--- config.mk ---
export PLATFORM = sky130hd
export DESIGN_NAME = sov_top
export DESIGN_NICKNAME = d
export VERILOG_FILES = /design/src/sov_pkg.sv /design/src/sov_top.sv
export VERILOG_INCLUDE_DIRS = /design/src /design/src/src
export SDC_FILE = /design/constraint.sdc
export NUM_CORES = 1
export LEC_CHECK = 0
export BUFFER_PORTS_ARGS = -buffer_cell sky130_fd_sc_hd__buf_2
export CORE_MARGIN = 2
export CORE_UTILIZATION = 40
export CTS_BUF_LIST = sky130_fd_sc_hd__clkbuf_8
export DETAILED_ROUTE_END_ITERATION = 7
export GPL_TIMING_DRIVEN = 0
export HOLD_SLACK_MARGIN = 0.05
export PLACE_DENSITY = 0.64
export SLEW_MARGIN = 20
export SYNTH_ARGS = -nofsm -noshare
export SYNTH_HDL_FRONTEND = slang
export SYNTH_SLANG_ARGS = --single-unit
--- constraint.sdc ---
create_clock -name pclk -period 4.35 [get_ports pclk]
set_input_delay 0.435 -clock pclk [delete_from_list [all_inputs] [get_ports pclk]]
set_output_delay 0.435 -clock pclk [all_outputs]
set_load 0.1 [all_outputs]
--- src/sov_map.svh ---
/*
 Register map, field positions, reset values and timing constants of the
 service override block. Assumes a 100 MHz pclk.
*/
`ifndef SOV_MAP_SVH
`define SOV_MAP_SVH
`define SOV_NOUT 8
`define SOV_NGRP 2
`define SOV_NPROBE 4
`define SOV_NAO 2
`define SOV_TB_US 1000
`define SOV_CLK_MHZ 100
`define SOV_TB_CYC (`SOV_TB_US * `SOV_CLK_MHZ)
`define SOV_A_CTRL 12'h000
`define SOV_A_OUTCMD 12'h004
`define SOV_A_GRPCMD 12'h008
`define SOV_A_DISCMD 12'h00c
`define SOV_A_TOUT 12'h010
`define SOV_A_STATUS 12'h014
`define SOV_A_OUTSTAT 12'h018
`define SOV_A_PROBECMD 12'h01c
`define SOV_A_PROBEVAL 12'h020
`define SOV_A_AOCMD 12'h024
`define SOV_A_AOVAL 12'h028
`define SOV_A_VIEW 12'h030
`define SOV_B_REBOOT 0
`define SOV_B_DISARM_EN 1
`define SOV_B_PROBE_MODE 2
`define SOV_B_AO_MODE 3
`define SOV_CTRL_RST 32'h0000_0000
`define SOV_TOUT_RST 16'h000a
`define SOV_PROTECTED_MASK 8'hc0
`endif

--- src/sov_pkg.sv ---
/*
 Types of the service override block.
 Assumes sov_map.svh constants.
*/
`default_nettype none
package sov_pkg;
	typedef enum logic [1:0] {SOV_IDLE, SOV_PERM, SOV_TIMED} sov_mode_e;
	typedef struct packed {
		logic [1:0] mode;
		logic val;
		logic [15:0] cnt;
	} sov_ovr_s;
endpackage : sov_pkg
`default_nettype wire

--- src/sov_top.sv ---
/*
 Service override block: output forcing, group disarm, probe and analog
 output forcing, reboot, healthy indicator and phase sequence mismatch.
 Assumes an APB master on pclk; field inputs are asynchronous pins.
*/
// Implementation choices: the register addresses and the APB register port.
`include "sov_map.svh"
`default_nettype none
// Function
// - Output override is permanent or timed
// - Timed override expiry releases the output
// - Permanent override holds until removed
// - Single output and whole group scopes
// - Group override wins over single override
// - Override ignored while output disarmed
// - Override needs direct command and armed output
// - Disarm per group suppresses contact switching
// - Zone interlock and supervision never disarmed
// - Timed disarm ends at timer expiry
// - Permanent disarm holds until re-armed
// - No disarm while output latched
// - No disarm while hold timer runs
// - Disarm needs control setting and command
// - Probe readings forced permanent or timed
// - Probe view live, frozen in mode
// - Probe view live again after mode
// - Analog outputs forced permanent or timed
// - Analog view shows assigned value first
// - Reboot request restarts the device
// - Steady green only when booted and running
// - Flag phase rotation differing from setting
module sov_top
	import sov_pkg::*;
(
	input wire logic pclk,
	input wire logic presetn,
	input wire logic psel,
	input wire logic penable,
	input wire logic pwrite,
	input wire logic [11:0] paddr,
	input wire logic [31:0] pwdata,
	output logic [31:0] prdata,
	output logic pready,
	output logic pslverr,
	input wire logic [`SOV_NOUT-1:0] prot_out,
	input wire logic [`SOV_NOUT-1:0] out_latched,
	input wire logic [`SOV_NOUT-1:0] out_hold_run,
	input wire logic [31:0] probe_meas,
	input wire logic [15:0] ao_assigned,
	input wire logic boot_done,
	input wire logic prot_running,
	input wire logic phase_calc,
	input wire logic phase_set,
	output logic [`SOV_NOUT-1:0] contact_out,
	output logic [31:0] probe_out,
	output logic [15:0] ao_out,
	output logic healthy_green,
	output logic phase_mismatch,
	output logic reboot_req
);
	localparam int NO = `SOV_NOUT;
	localparam int GW = NO / `SOV_NGRP;
	localparam logic [16:0] TB_CYC = 17'(`SOV_TB_CYC);
	localparam logic [NO-1:0] PROT_MASK = `SOV_PROTECTED_MASK;

	function automatic logic [15:0] tdec(input logic [1:0] m, input logic [15:0] c, input logic t);
		tdec = (m == 2'(SOV_TIMED) && t && c != 16'h0000) ? c - 16'h0001 : c;
	endfunction : tdec

	function automatic logic [1:0] texp(input logic [1:0] m, input logic [15:0] c, input logic t);
		texp = (m == 2'(SOV_TIMED) && t && c == 16'h0001) ? 2'(SOV_IDLE) : m;
	endfunction : texp

	logic [NO-1:0] lat_s1, lat_s2, hold_s1, hold_s2, prot_s1, prot_s2;
	logic [31:0] pm_s1, pm_s2;
	logic [15:0] ao_s1, ao_s2;
	logic [3:0] misc_s1, misc_s2;
	always_ff @(posedge pclk or negedge presetn)
	begin
		if (!presetn)
		begin
			lat_s1 <= '0; lat_s2 <= '0; hold_s1 <= '0; hold_s2 <= '0;
			prot_s1 <= '0; prot_s2 <= '0; pm_s1 <= '0; pm_s2 <= '0;
			ao_s1 <= '0; ao_s2 <= '0; misc_s1 <= '0; misc_s2 <= '0;
		end
		else
		begin
			lat_s1 <= out_latched; lat_s2 <= lat_s1;
			hold_s1 <= out_hold_run; hold_s2 <= hold_s1;
			prot_s1 <= prot_out; prot_s2 <= prot_s1;
			pm_s1 <= probe_meas; pm_s2 <= pm_s1;
			ao_s1 <= ao_assigned; ao_s2 <= ao_s1;
			misc_s1 <= {boot_done, prot_running, phase_calc, phase_set};
			misc_s2 <= misc_s1;
		end
	end

	// Time base tick
	logic [16:0] tb_cnt_reg;
	logic tick_reg;
	always_ff @(posedge pclk or negedge presetn)
	begin
		if (!presetn)
		begin
			tb_cnt_reg <= '0;
			tick_reg <= 1'b0;
		end
		else
		begin
			tick_reg <= (tb_cnt_reg == TB_CYC - 17'd1);
			tb_cnt_reg <= (tb_cnt_reg == TB_CYC - 17'd1) ? 17'd0 : tb_cnt_reg + 17'd1;
		end
	end

	logic wr, rd_phase;
	assign wr = psel && penable && pwrite;
	assign rd_phase = psel && !penable;

	logic [31:0] ctrl_reg;
	logic [15:0] tout_reg;
	always_ff @(posedge pclk or negedge presetn)
	begin
		if (!presetn)
		begin
			ctrl_reg <= `SOV_CTRL_RST;
			tout_reg <= `SOV_TOUT_RST;
		end
		else if (wr && paddr == `SOV_A_CTRL)
			ctrl_reg <= pwdata;
		else if (wr && paddr == `SOV_A_TOUT)
			tout_reg <= pwdata[15:0];
	end

	// Command words: [1:0] mode, [2] value, [10:8] index
	logic [1:0] cmode;
	logic cval;
	logic [2:0] cidx;
	assign cmode = pwdata[1:0];
	assign cval = pwdata[2];
	assign cidx = pwdata[10:8];

	sov_ovr_s ovr_reg [NO];
	sov_ovr_s grp_reg [`SOV_NGRP];
	sov_ovr_s dis_reg [`SOV_NGRP];
	logic [NO-1:0] disarmed;

	always_comb
	begin
		for (int i = 0; i < NO; i++)
			disarmed[i] = dis_reg[i / GW].mode != 2'(SOV_IDLE) && !PROT_MASK[i];
	end

	always_ff @(posedge pclk or negedge presetn)
	begin
		if (!presetn)
		begin
			for (int i = 0; i < NO; i++)
				ovr_reg[i] <= '0;
		end
		else
		begin
			for (int i = 0; i < NO; i++)
			begin
				ovr_reg[i].mode <= texp(ovr_reg[i].mode, ovr_reg[i].cnt, tick_reg);
				ovr_reg[i].cnt <= tdec(ovr_reg[i].mode, ovr_reg[i].cnt, tick_reg);
				if (wr && paddr == `SOV_A_OUTCMD && cidx == 3'(i) && !disarmed[i])
				begin
					ovr_reg[i].mode <= cmode;
					ovr_reg[i].val <= cval;
					ovr_reg[i].cnt <= tout_reg;
				end
				if (disarmed[i])
					ovr_reg[i].mode <= 2'(SOV_IDLE);
			end
		end
	end

	always_ff @(posedge pclk or negedge presetn)
	begin
		if (!presetn)
		begin
			for (int g = 0; g < `SOV_NGRP; g++)
			begin
				grp_reg[g] <= '0;
				dis_reg[g] <= '0;
			end
		end
		else
		begin
			for (int g = 0; g < `SOV_NGRP; g++)
			begin
				grp_reg[g].mode <= texp(grp_reg[g].mode, grp_reg[g].cnt, tick_reg);
				grp_reg[g].cnt <= tdec(grp_reg[g].mode, grp_reg[g].cnt, tick_reg);
				dis_reg[g].mode <= texp(dis_reg[g].mode, dis_reg[g].cnt, tick_reg);
				dis_reg[g].cnt <= tdec(dis_reg[g].mode, dis_reg[g].cnt, tick_reg);
				if (wr && paddr == `SOV_A_GRPCMD && cidx == 3'(g))
				begin
					grp_reg[g].mode <= cmode;
					grp_reg[g].val <= cval;
					grp_reg[g].cnt <= tout_reg;
				end
				if (wr && paddr == `SOV_A_DISCMD && cidx == 3'(g))
				begin
					if (cmode == 2'(SOV_IDLE))
						dis_reg[g].mode <= 2'(SOV_IDLE);
					else if (ctrl_reg[`SOV_B_DISARM_EN]
						&& lat_s2[g*GW +: GW] == '0
						&& hold_s2[g*GW +: GW] == '0)
					begin
						dis_reg[g].mode <= cmode;
						dis_reg[g].cnt <= tout_reg;
					end
				end
			end
		end
	end

	// Contact drive, group force before single force
	always_ff @(posedge pclk or negedge presetn)
	begin
		if (!presetn)
			contact_out <= '0;
		else
		begin
			for (int i = 0; i < NO; i++)
			begin
				if (disarmed[i])
					contact_out[i] <= 1'b0;
				else if (grp_reg[i / GW].mode != 2'(SOV_IDLE))
					contact_out[i] <= grp_reg[i / GW].val;
				else if (ovr_reg[i].mode != 2'(SOV_IDLE))
					contact_out[i] <= ovr_reg[i].val;
				else
					contact_out[i] <= prot_s2[i];
			end
		end
	end

	// Probe and analog forcing; value word [7:0] value, [17:16] mode, [21:20] channel
	sov_ovr_s pf_reg [`SOV_NPROBE];
	logic [7:0] pval_reg [`SOV_NPROBE];
	sov_ovr_s af_reg [`SOV_NAO];
	logic [7:0] aval_reg [`SOV_NAO];
	logic [31:0] pview_reg;
	logic [15:0] aview_reg;
	always_ff @(posedge pclk or negedge presetn)
	begin
		if (!presetn)
		begin
			for (int k = 0; k < `SOV_NPROBE; k++)
			begin
				pf_reg[k] <= '0;
				pval_reg[k] <= '0;
			end
			for (int k = 0; k < `SOV_NAO; k++)
			begin
				af_reg[k] <= '0;
				aval_reg[k] <= '0;
			end
		end
		else
		begin
			for (int k = 0; k < `SOV_NPROBE; k++)
			begin
				pf_reg[k].mode <= texp(pf_reg[k].mode, pf_reg[k].cnt, tick_reg);
				pf_reg[k].cnt <= tdec(pf_reg[k].mode, pf_reg[k].cnt, tick_reg);
				if (!ctrl_reg[`SOV_B_PROBE_MODE])
					pf_reg[k].mode <= 2'(SOV_IDLE);
				else if (wr && paddr == `SOV_A_PROBECMD && pwdata[21:20] == 2'(k))
				begin
					pf_reg[k].mode <= pwdata[17:16];
					pf_reg[k].cnt <= tout_reg;
					pval_reg[k] <= pwdata[7:0];
				end
			end
			for (int k = 0; k < `SOV_NAO; k++)
			begin
				af_reg[k].mode <= texp(af_reg[k].mode, af_reg[k].cnt, tick_reg);
				af_reg[k].cnt <= tdec(af_reg[k].mode, af_reg[k].cnt, tick_reg);
				if (!ctrl_reg[`SOV_B_AO_MODE])
					af_reg[k].mode <= 2'(SOV_IDLE);
				else if (wr && paddr == `SOV_A_AOCMD && pwdata[21:20] == 2'(k))
				begin
					af_reg[k].mode <= pwdata[17:16];
					af_reg[k].cnt <= tout_reg;
					aval_reg[k] <= pwdata[7:0];
				end
			end
		end
	end

	always_ff @(posedge pclk or negedge presetn)
	begin
		if (!presetn)
		begin
			probe_out <= '0;
			ao_out <= '0;
		end
		else
		begin
			for (int k = 0; k < `SOV_NPROBE; k++)
				probe_out[k*8 +: 8] <= (pf_reg[k].mode != 2'(SOV_IDLE)) ? pval_reg[k]
					: pm_s2[k*8 +: 8];
			for (int k = 0; k < `SOV_NAO; k++)
				ao_out[k*8 +: 8] <= (af_reg[k].mode != 2'(SOV_IDLE)) ? aval_reg[k]
					: ao_s2[k*8 +: 8];
		end
	end

	// Service views: live until mode set, then frozen
	always_ff @(posedge pclk or negedge presetn)
	begin
		if (!presetn)
		begin
			pview_reg <= '0;
			aview_reg <= '0;
		end
		else
		begin
			if (!ctrl_reg[`SOV_B_PROBE_MODE])
				pview_reg <= pm_s2;
			if (!ctrl_reg[`SOV_B_AO_MODE])
				aview_reg <= ao_s2;
		end
	end

	always_ff @(posedge pclk or negedge presetn)
	begin
		if (!presetn)
		begin
			healthy_green <= 1'b0;
			phase_mismatch <= 1'b0;
			reboot_req <= 1'b0;
		end
		else
		begin
			healthy_green <= misc_s2[3] && misc_s2[2];
			phase_mismatch <= misc_s2[1] != misc_s2[0];
			reboot_req <= wr && paddr == `SOV_A_CTRL && pwdata[`SOV_B_REBOOT];
		end
	end

	logic [NO-1:0] ovr_act;
	always_comb
	begin
		for (int i = 0; i < NO; i++)
			ovr_act[i] = ovr_reg[i].mode != 2'(SOV_IDLE) || grp_reg[i / GW].mode != 2'(SOV_IDLE);
	end

	// APB: one wait-free access, reads answered from a setup-cycle decode
	always_ff @(posedge pclk or negedge presetn)
	begin
		if (!presetn)
		begin
			prdata <= '0;
			pready <= 1'b0;
			pslverr <= 1'b0;
		end
		else
		begin
			pready <= rd_phase;
			pslverr <= 1'b0;
			if (rd_phase)
			begin
				case (paddr)
					`SOV_A_CTRL: prdata <= {ctrl_reg[31:1], 1'b0};
					`SOV_A_TOUT: prdata <= {16'h0000, tout_reg};
					`SOV_A_STATUS: prdata <= {24'h000000, 5'h00, phase_mismatch,
						healthy_green, tick_reg};
					`SOV_A_OUTSTAT: prdata <= {8'h00, ovr_act, disarmed, contact_out};
					`SOV_A_PROBEVAL: prdata <= probe_out;
					`SOV_A_AOVAL: prdata <= {16'h0000, ao_out};
					`SOV_A_VIEW: prdata <= {aview_reg, pview_reg[15:0]};
					`SOV_A_OUTCMD, `SOV_A_GRPCMD, `SOV_A_DISCMD, `SOV_A_PROBECMD,
					`SOV_A_AOCMD: prdata <= '0;
					default:
					begin
						prdata <= '0;
						pslverr <= 1'b1;
					end
				endcase
			end
			else
				pslverr <= 1'b0;
		end
	end
endmodule : sov_top
`default_nettype wire

; Word-level counts from Yosys, hierarchy flattened
; Cells that the tools add are included.
[word_totals]
regBits = 725
inputBits = 125
output_inout_bits = 93
elab_cells = 461
[classes]
n_addsub = 19
eq_ne = 65
muxes = 120
bitwise_logic = 1
reduce_logical = 177
[ops]
columns = op, n
row1 = 16-bit two-way mux, 36
row2 = 16-bit by 1-bit == test with 1-bit output (second input constant), 18
row3 = 16-bit nonzero test, 18
row4 = 16-bit by 1-bit subtractor with 16-bit output (second input constant), 18
row5 = 32-bit one-hot mux with 7 select lines, 1
row6 = 19-bit two-way mux, 10
row7 = 1-bit logical AND, 94
row8 = 2-bit two-way mux, 42
row9 = 2-bit nonzero test, 32
row10 = 12-bit by 5-bit == test with 1-bit output (second input constant), 4
row11 = 12-bit by 6-bit == test with 1-bit output (second input constant), 4
row12 = 8-bit two-way mux, 6
row13 = 2-bit == test (second input constant), 20
row14 = 12-bit by 4-bit == test with 1-bit output (second input constant), 2
row15 = 1-bit two-way mux, 24
row16 = 3-bit by 1-bit inequality test with 1-bit output (second input constant), 6
row17 = 3-bit nonzero test, 6
row18 = 17-bit by 1-bit adder with 17-bit output (second input constant), 1
row19 = 17-bit == test (second input constant), 1
row20 = 17-bit two-way mux, 1
row21 = 4-bit zero test, 4
row22 = 2-bit AND reduction, 7
row23 = 12-bit by 3-bit == test with 1-bit output (second input constant), 1
row24 = 3-bit == test (second input constant), 4
row25 = 11 further kinds, 22

; Depth between registers and ports, before layout
[logic_depth]
word_depth = 7
depth_mapped = 9
depth_no_buf = 8

; Worst setup path before layout
; No wires, ideal clock.
[synth_path]
kind = input-to-reg
start = input paddr[9]
end = register ctrl_reg[26]
setup_ns = 0.127
arrival_time_ns = 2.188
t_required_ns = 4.223
setup_slack_ns = 2.035
stages = 6
n_path_buf = 2
path_cell_list = or4_1 clkbuf_1 nor3_4 nand2_1 clkbuf_1 mux2_1
[synth_between]
elab_chain_len = 2
[synth_lines]
columns = element, line
row1 = start: declaration, sov_top.sv:40  ; input wire logic [11:0] paddr,
row2 = 12-bit zero test, -
row3 = 1-bit logical AND (no line), -
row4 = end signal: assignment, sov_top.sv:125  ; ctrl_reg <= `SOV_CTRL_RST;
row5 = end signal: assignment, sov_top.sv:129  ; ctrl_reg <= pwdata;
row6 = end: declaration, sov_top.sv:119  ; logic [31:0] ctrl_reg;
; Every way passes these cells.
; A chain may end at the register's enable or synchronous reset.

; Final worst setup path
[layout_path]
start = register tick_reg
end = register pf_reg[5] in the netlist's numbering
[layout_between]
elab_chain_len = 5
[layout_lines]
columns = element, line
row1 = start: declaration, sov_top.sv:100  ; logic tick_reg;
row2 = start signal: assignment, sov_top.sv:110  ; tick_reg <= (tb_cnt_reg == TB_CYC - 17'd1);
row3 = 1-bit logical AND (*) (2 in series), sov_top.sv:67  ; tdec = (m == 2'(SOV_TIMED) && t && c != 16'h0000) ? c - 16'h0001 : c;
row4 = 16-bit two-way mux (*), sov_top.sv:67
row5 = 16-bit two-way mux, sov_top.sv:269  ; else if (wr && paddr == `SOV_A_PROBECMD && pwdata[21:20] == 2'(k))
row6 = 16-bit two-way mux (*), sov_top.sv:267  ; if (!ctrl_reg[`SOV_B_PROBE_MODE])
row7 = end: declaration, sov_top.sv:240  ; sov_ovr_s pf_reg [`SOV_NPROBE];
; Every way passes the cells marked *; elsewhere a longest branch is shown, timed or not.

==> impl_summary.txt <==
----------------------------------------------------
[Floorplan]
  Standard-cell row count ... 105
  Starting Density ... slightly above 40%
  Die width ... around 300 µm
  Die area ... around 0.085 mm²
  Vert. Die Dim ... between 200 and 300 µm
  Core region area ... between 0.08 and 0.09 mm²
  I/O pins ... 218

[STA]
  Transition time of the tightest slew-check pin ... between 1 and 1.5 ns
  Fmax ... ~0.32 GHz
  Remaining max-slew budget at the tightest pin ... between 10% and 20%
  Final Slew Violations ... 0
  Setup repair after global routing missed its margin ... false
  TNS Setup ... 0 ns
  Final count of negative-setup-slack endpoints ... 0
  Final critical-path required period ... 3.16 ns
  Post-route clock skew ... 0.0625 ns
  Share of the clock period used by the worst path ... just over 70%
  Hold Violations, Final ... 0

[Pwr]
  Clock power share ... about 44%
  Switching Power ... 3470 µW
  P_leak ... 0.0161 µW
  Share of power burned in registers ... 50.8%
  Switching portion of total power ... between 20% and 30%
  Part of the power in combinational logic ... slightly above 5%
  Power density normalized to cell area ... ~350 mW/mm²
  Int Pwr ... roughly 10000 µW
  Maximum ir drop on the vdd rail ... about 270 µV

[Detailed routing]
  Iteration-0 DRC count of the detailed router ... 2555
  Post-route DRC violation count ... 0
  WL final ... just over 100000 µm
  Iteration count of the initial detailed-routing pass ... 6
  Vias per cell ... 5.51
  DR WL/cell ... roughly 21 µm
  Number of antenna-violating nets in the routed design ... 0
  Via count ... roughly 27k

[Synth]
  Post-Syn Instances ... ~3.2k
  Unique masters post-synth ... 87
  Number of enable-type register cells in the synthesized netlist ... 0
  Synth Warn # ... 0
  Post-Synthesis Mean Instance Area ... between 10 and 15 µm²
  Net count after synthesis ... 3385
  Fraction of registers with async set/reset ... between 90% and 100%
  Area of the mapped netlist ... approximately 0.033 mm²
  Proportion of synthesized chip area in sequential cells ... a little over half
  Seq cells post-synth ... 724
  Leading register cell type out of synthesis ... sky130_fd_sc_hd__dfrtp_1

[Final layout]
  Leading cell type in the layout, fill and taps excluded ... sky130_fd_sc_hd__dfrtp_1
  Most used cells in the layout excluding fill and tap cells ... 722 x sky130_fd_sc_hd__dfrtp_1, 394 x sky130_fd_sc_hd__nor2_1, 306 x sky130_fd_sc_hd__nand2_1, 276 x sky130_fd_sc_hd__a21oi_1, 229 x sky130_fd_sc_hd__buf_2
  Layout cells sized above 1 ... between 10% and 20%
  Nets ... roughly 3.8k
  Layout Cells excl Fill ... between 4k and 5k
  Area growth syn-to-layout ... 18.5%
  Max reg flops ... 152
  Filler Cell Count ... about 7.6k
  Share of the core filled with cells in the final layout ... a little under half
  Fin area ... slightly below 0.04 mm²

[GRT]
  Wire length of the first global-routing pass ... ~160000 µm
  Global Route Usage Sum ... roughly 24%
  Largest net degree at the start of global routing ... 98
  Initial antenna violation count ... 9
  Via count of the first global-routing pass ... approximately 26k
  Overflow after GRT ... 0

[Job]
  Max Cap Violations ... 0

[Clock tree]
  Post-CTS resize count ... 0
  Root Driver ... sky130_fd_sc_hd__clkbuf_8
  Bufs on Longest Clock Path ... 3
  CTS Hold Bufs ... 105
  Source-to-sink clock delay at the later pin of the worst-skew pair ... 0.79 ns
  # H-tree levels ... 3
  Buffers inserted by post-CTS timing repair ... 0
  Clock transition at the registers of the reported paths ... 0.06 ns
  Clk sink count ... between 700 and 800
  Number of CTS-inserted buffers ... between 100 and 150
  Clock tree from TritonCTS ... yes

[Placement]
  Port Buffer Count ... between 200 and 250
  Post-DP Area ... 0.0358 mm²
  Detailed Place HPWL ... between 70000 and 80000 µm
  Placer's final routability congestion estimate ... approximately 0.94
  Total placed cells including tap cells ... about 4.5k

[Worst setup path]
  Critical Path RT ... ~5.0 ns
  Startpoint type of the worst setup path ... flop
  Data arrival time at the worst-slack endpoint ... 3.84 ns
  Max Fanout on Critical Path ... 10
  Worst Setup Path Type ... flop to flop
  Crit. End Element ... flop

[Outcome]
  Status ... finished clean

[Worst hold path]
  Class of the worst hold path ... input pin to flop

----------------------------------------------------
[power groups by stage]
stage          clock network, µW  logic [µW]  registers, µW
6_report                    6020         702           6930
5_1_grt                     6430         749           6940
4_1_cts                     6120         705           6930
3_5_place_dp                   0         630           7050
3_3_place_gp                   0         599           7060
2_1_floorplan                  0        94.6           7220
[path summary, 6_finish.rpt]
kind / startpoint / to / slack, ns / depth (start not counted)
setup / recovery: tick_reg / pf_reg[5] / 1.19 / 6
hold / removal: pwdata[0] / ovr_reg[74] / 0.10 / 3
setup reg to reg: tick_reg / pf_reg[5] / 1.19 / 6
hold reg to reg: pm_s1[30] / pm_s2[30] / 0.34 / 0
max in group asynchronous: presetn / tb_cnt_reg[0] / 2.14 / 6
min in group asynchronous: presetn / ovr_reg[118] / 0.18 / 2
[critical path: stages, from the launching register on]
cell and delay [ns]:
sky130_fd_sc_hd__dfrtp_1 0.69, sky130_fd_sc_hd__clkbuf_1 0.84, sky130_fd_sc_hd__and3b_1 0.45, sky130_fd_sc_hd__a21boi_1 0.59
sky130_fd_sc_hd__nand4b_1 0.20, sky130_fd_sc_hd__xor2_1 0.17, sky130_fd_sc_hd__a21oi_1 0.14
[metal layers]
metal / GRT usage (%) / up-vias / share of wire (%)
met5: 0 / - / 0.013
met1: 33.4 / 13250 / 44
met3: 4.57 / 226 / 7.4
met4: 9.10 / 2 / 3.5
met2: 37.3 / 992 / 45
li1: - / 12133 / -
[logic make-up (layout without fill, tap and decap cells)]
logic type,Yosys count,count (layout),synth area share [%]
xor+xnor,252,252,6.65
simple gates,1233,1233,18.4
other cells,0,10,0
flops,724,724,54.6
mux,182,182,6.10
compound gates,557,557,9.68
buf+inv,201,741,2.40
fa+ha+maj,56,56,2.10
[cells in the mapped netlist, types with 6 or more instances]
master                     count  area [µm²]
sky130_fd_sc_hd__a211oi_1      7        52.6
sky130_fd_sc_hd__a21oi_1     276        1380
sky130_fd_sc_hd__a221o_1      17         170
sky130_fd_sc_hd__a221oi_1      6        52.6
sky130_fd_sc_hd__a22oi_1      17         128
sky130_fd_sc_hd__a31oi_1      15        93.8
sky130_fd_sc_hd__and2_1       11        68.8
sky130_fd_sc_hd__and3_1       21         131
sky130_fd_sc_hd__and3b_1      13         114
sky130_fd_sc_hd__buf_1         7        26.3
sky130_fd_sc_hd__buf_2        16        80.1
sky130_fd_sc_hd__clkbuf_1    124         465
sky130_fd_sc_hd__dfrtp_1     722       18100
sky130_fd_sc_hd__ha_1         55         688
sky130_fd_sc_hd__inv_1        52         195
sky130_fd_sc_hd__mux2_2      149        1680
sky130_fd_sc_hd__mux2i_1      30         300
sky130_fd_sc_hd__nand2_1     306        1150
sky130_fd_sc_hd__nand2b_1     13        81.3
sky130_fd_sc_hd__nand3_1      92         460
sky130_fd_sc_hd__nand3b_1     18         135
sky130_fd_sc_hd__nand4_1      37         231
sky130_fd_sc_hd__nand4b_1      7        61.3
sky130_fd_sc_hd__nor2_1      394        1480
sky130_fd_sc_hd__nor2b_1      19         119
sky130_fd_sc_hd__nor3_1       89         445
sky130_fd_sc_hd__nor3b_1      17         128
sky130_fd_sc_hd__nor4_1       80         500
sky130_fd_sc_hd__nor4b_1      10        87.6
sky130_fd_sc_hd__o211ai_1     14         105
sky130_fd_sc_hd__o21a_1       11        82.6
sky130_fd_sc_hd__o21ai_0     129         646
sky130_fd_sc_hd__o21ai_1      14        70.1
sky130_fd_sc_hd__or3_1        32         200
sky130_fd_sc_hd__or4_1        22         165
sky130_fd_sc_hd__xnor2_1     164        1440
sky130_fd_sc_hd__xor2_1       88         771
[through the flow]
step	power (µW)	hold WS, ns	setup WS, ns
2_1_floorplan	7310	0.139	2.03
3_3_place_gp	7660	0.332	-12.70
3_5_place_dp	7680	0.335	0.576
4_1_cts	13800	0.0503	1.29
5_1_grt	14100	0.102	1.09
6_report	13700	0.104	1.19
[area by class of cell]
cell class / instances / area, µm² / area share [%]
well taps: 1070 / 1340 / 3.40
multi-input cells: 2280 / 14300 / 36.3
clock inverters: 63 / 369 / 0.939
flip-flops and latches: 724 / 18100 / 46.1
inverters: 52 / 195 / 0.496
plain buffers: 149 / 604 / 1.54
clock buffers: 148 / 2040 / 5.18
repair buffers: 329 / 2370 / 6.04
diodes: 10 / 25.0 / 0.0636
(Power assumes the default switching activity.)
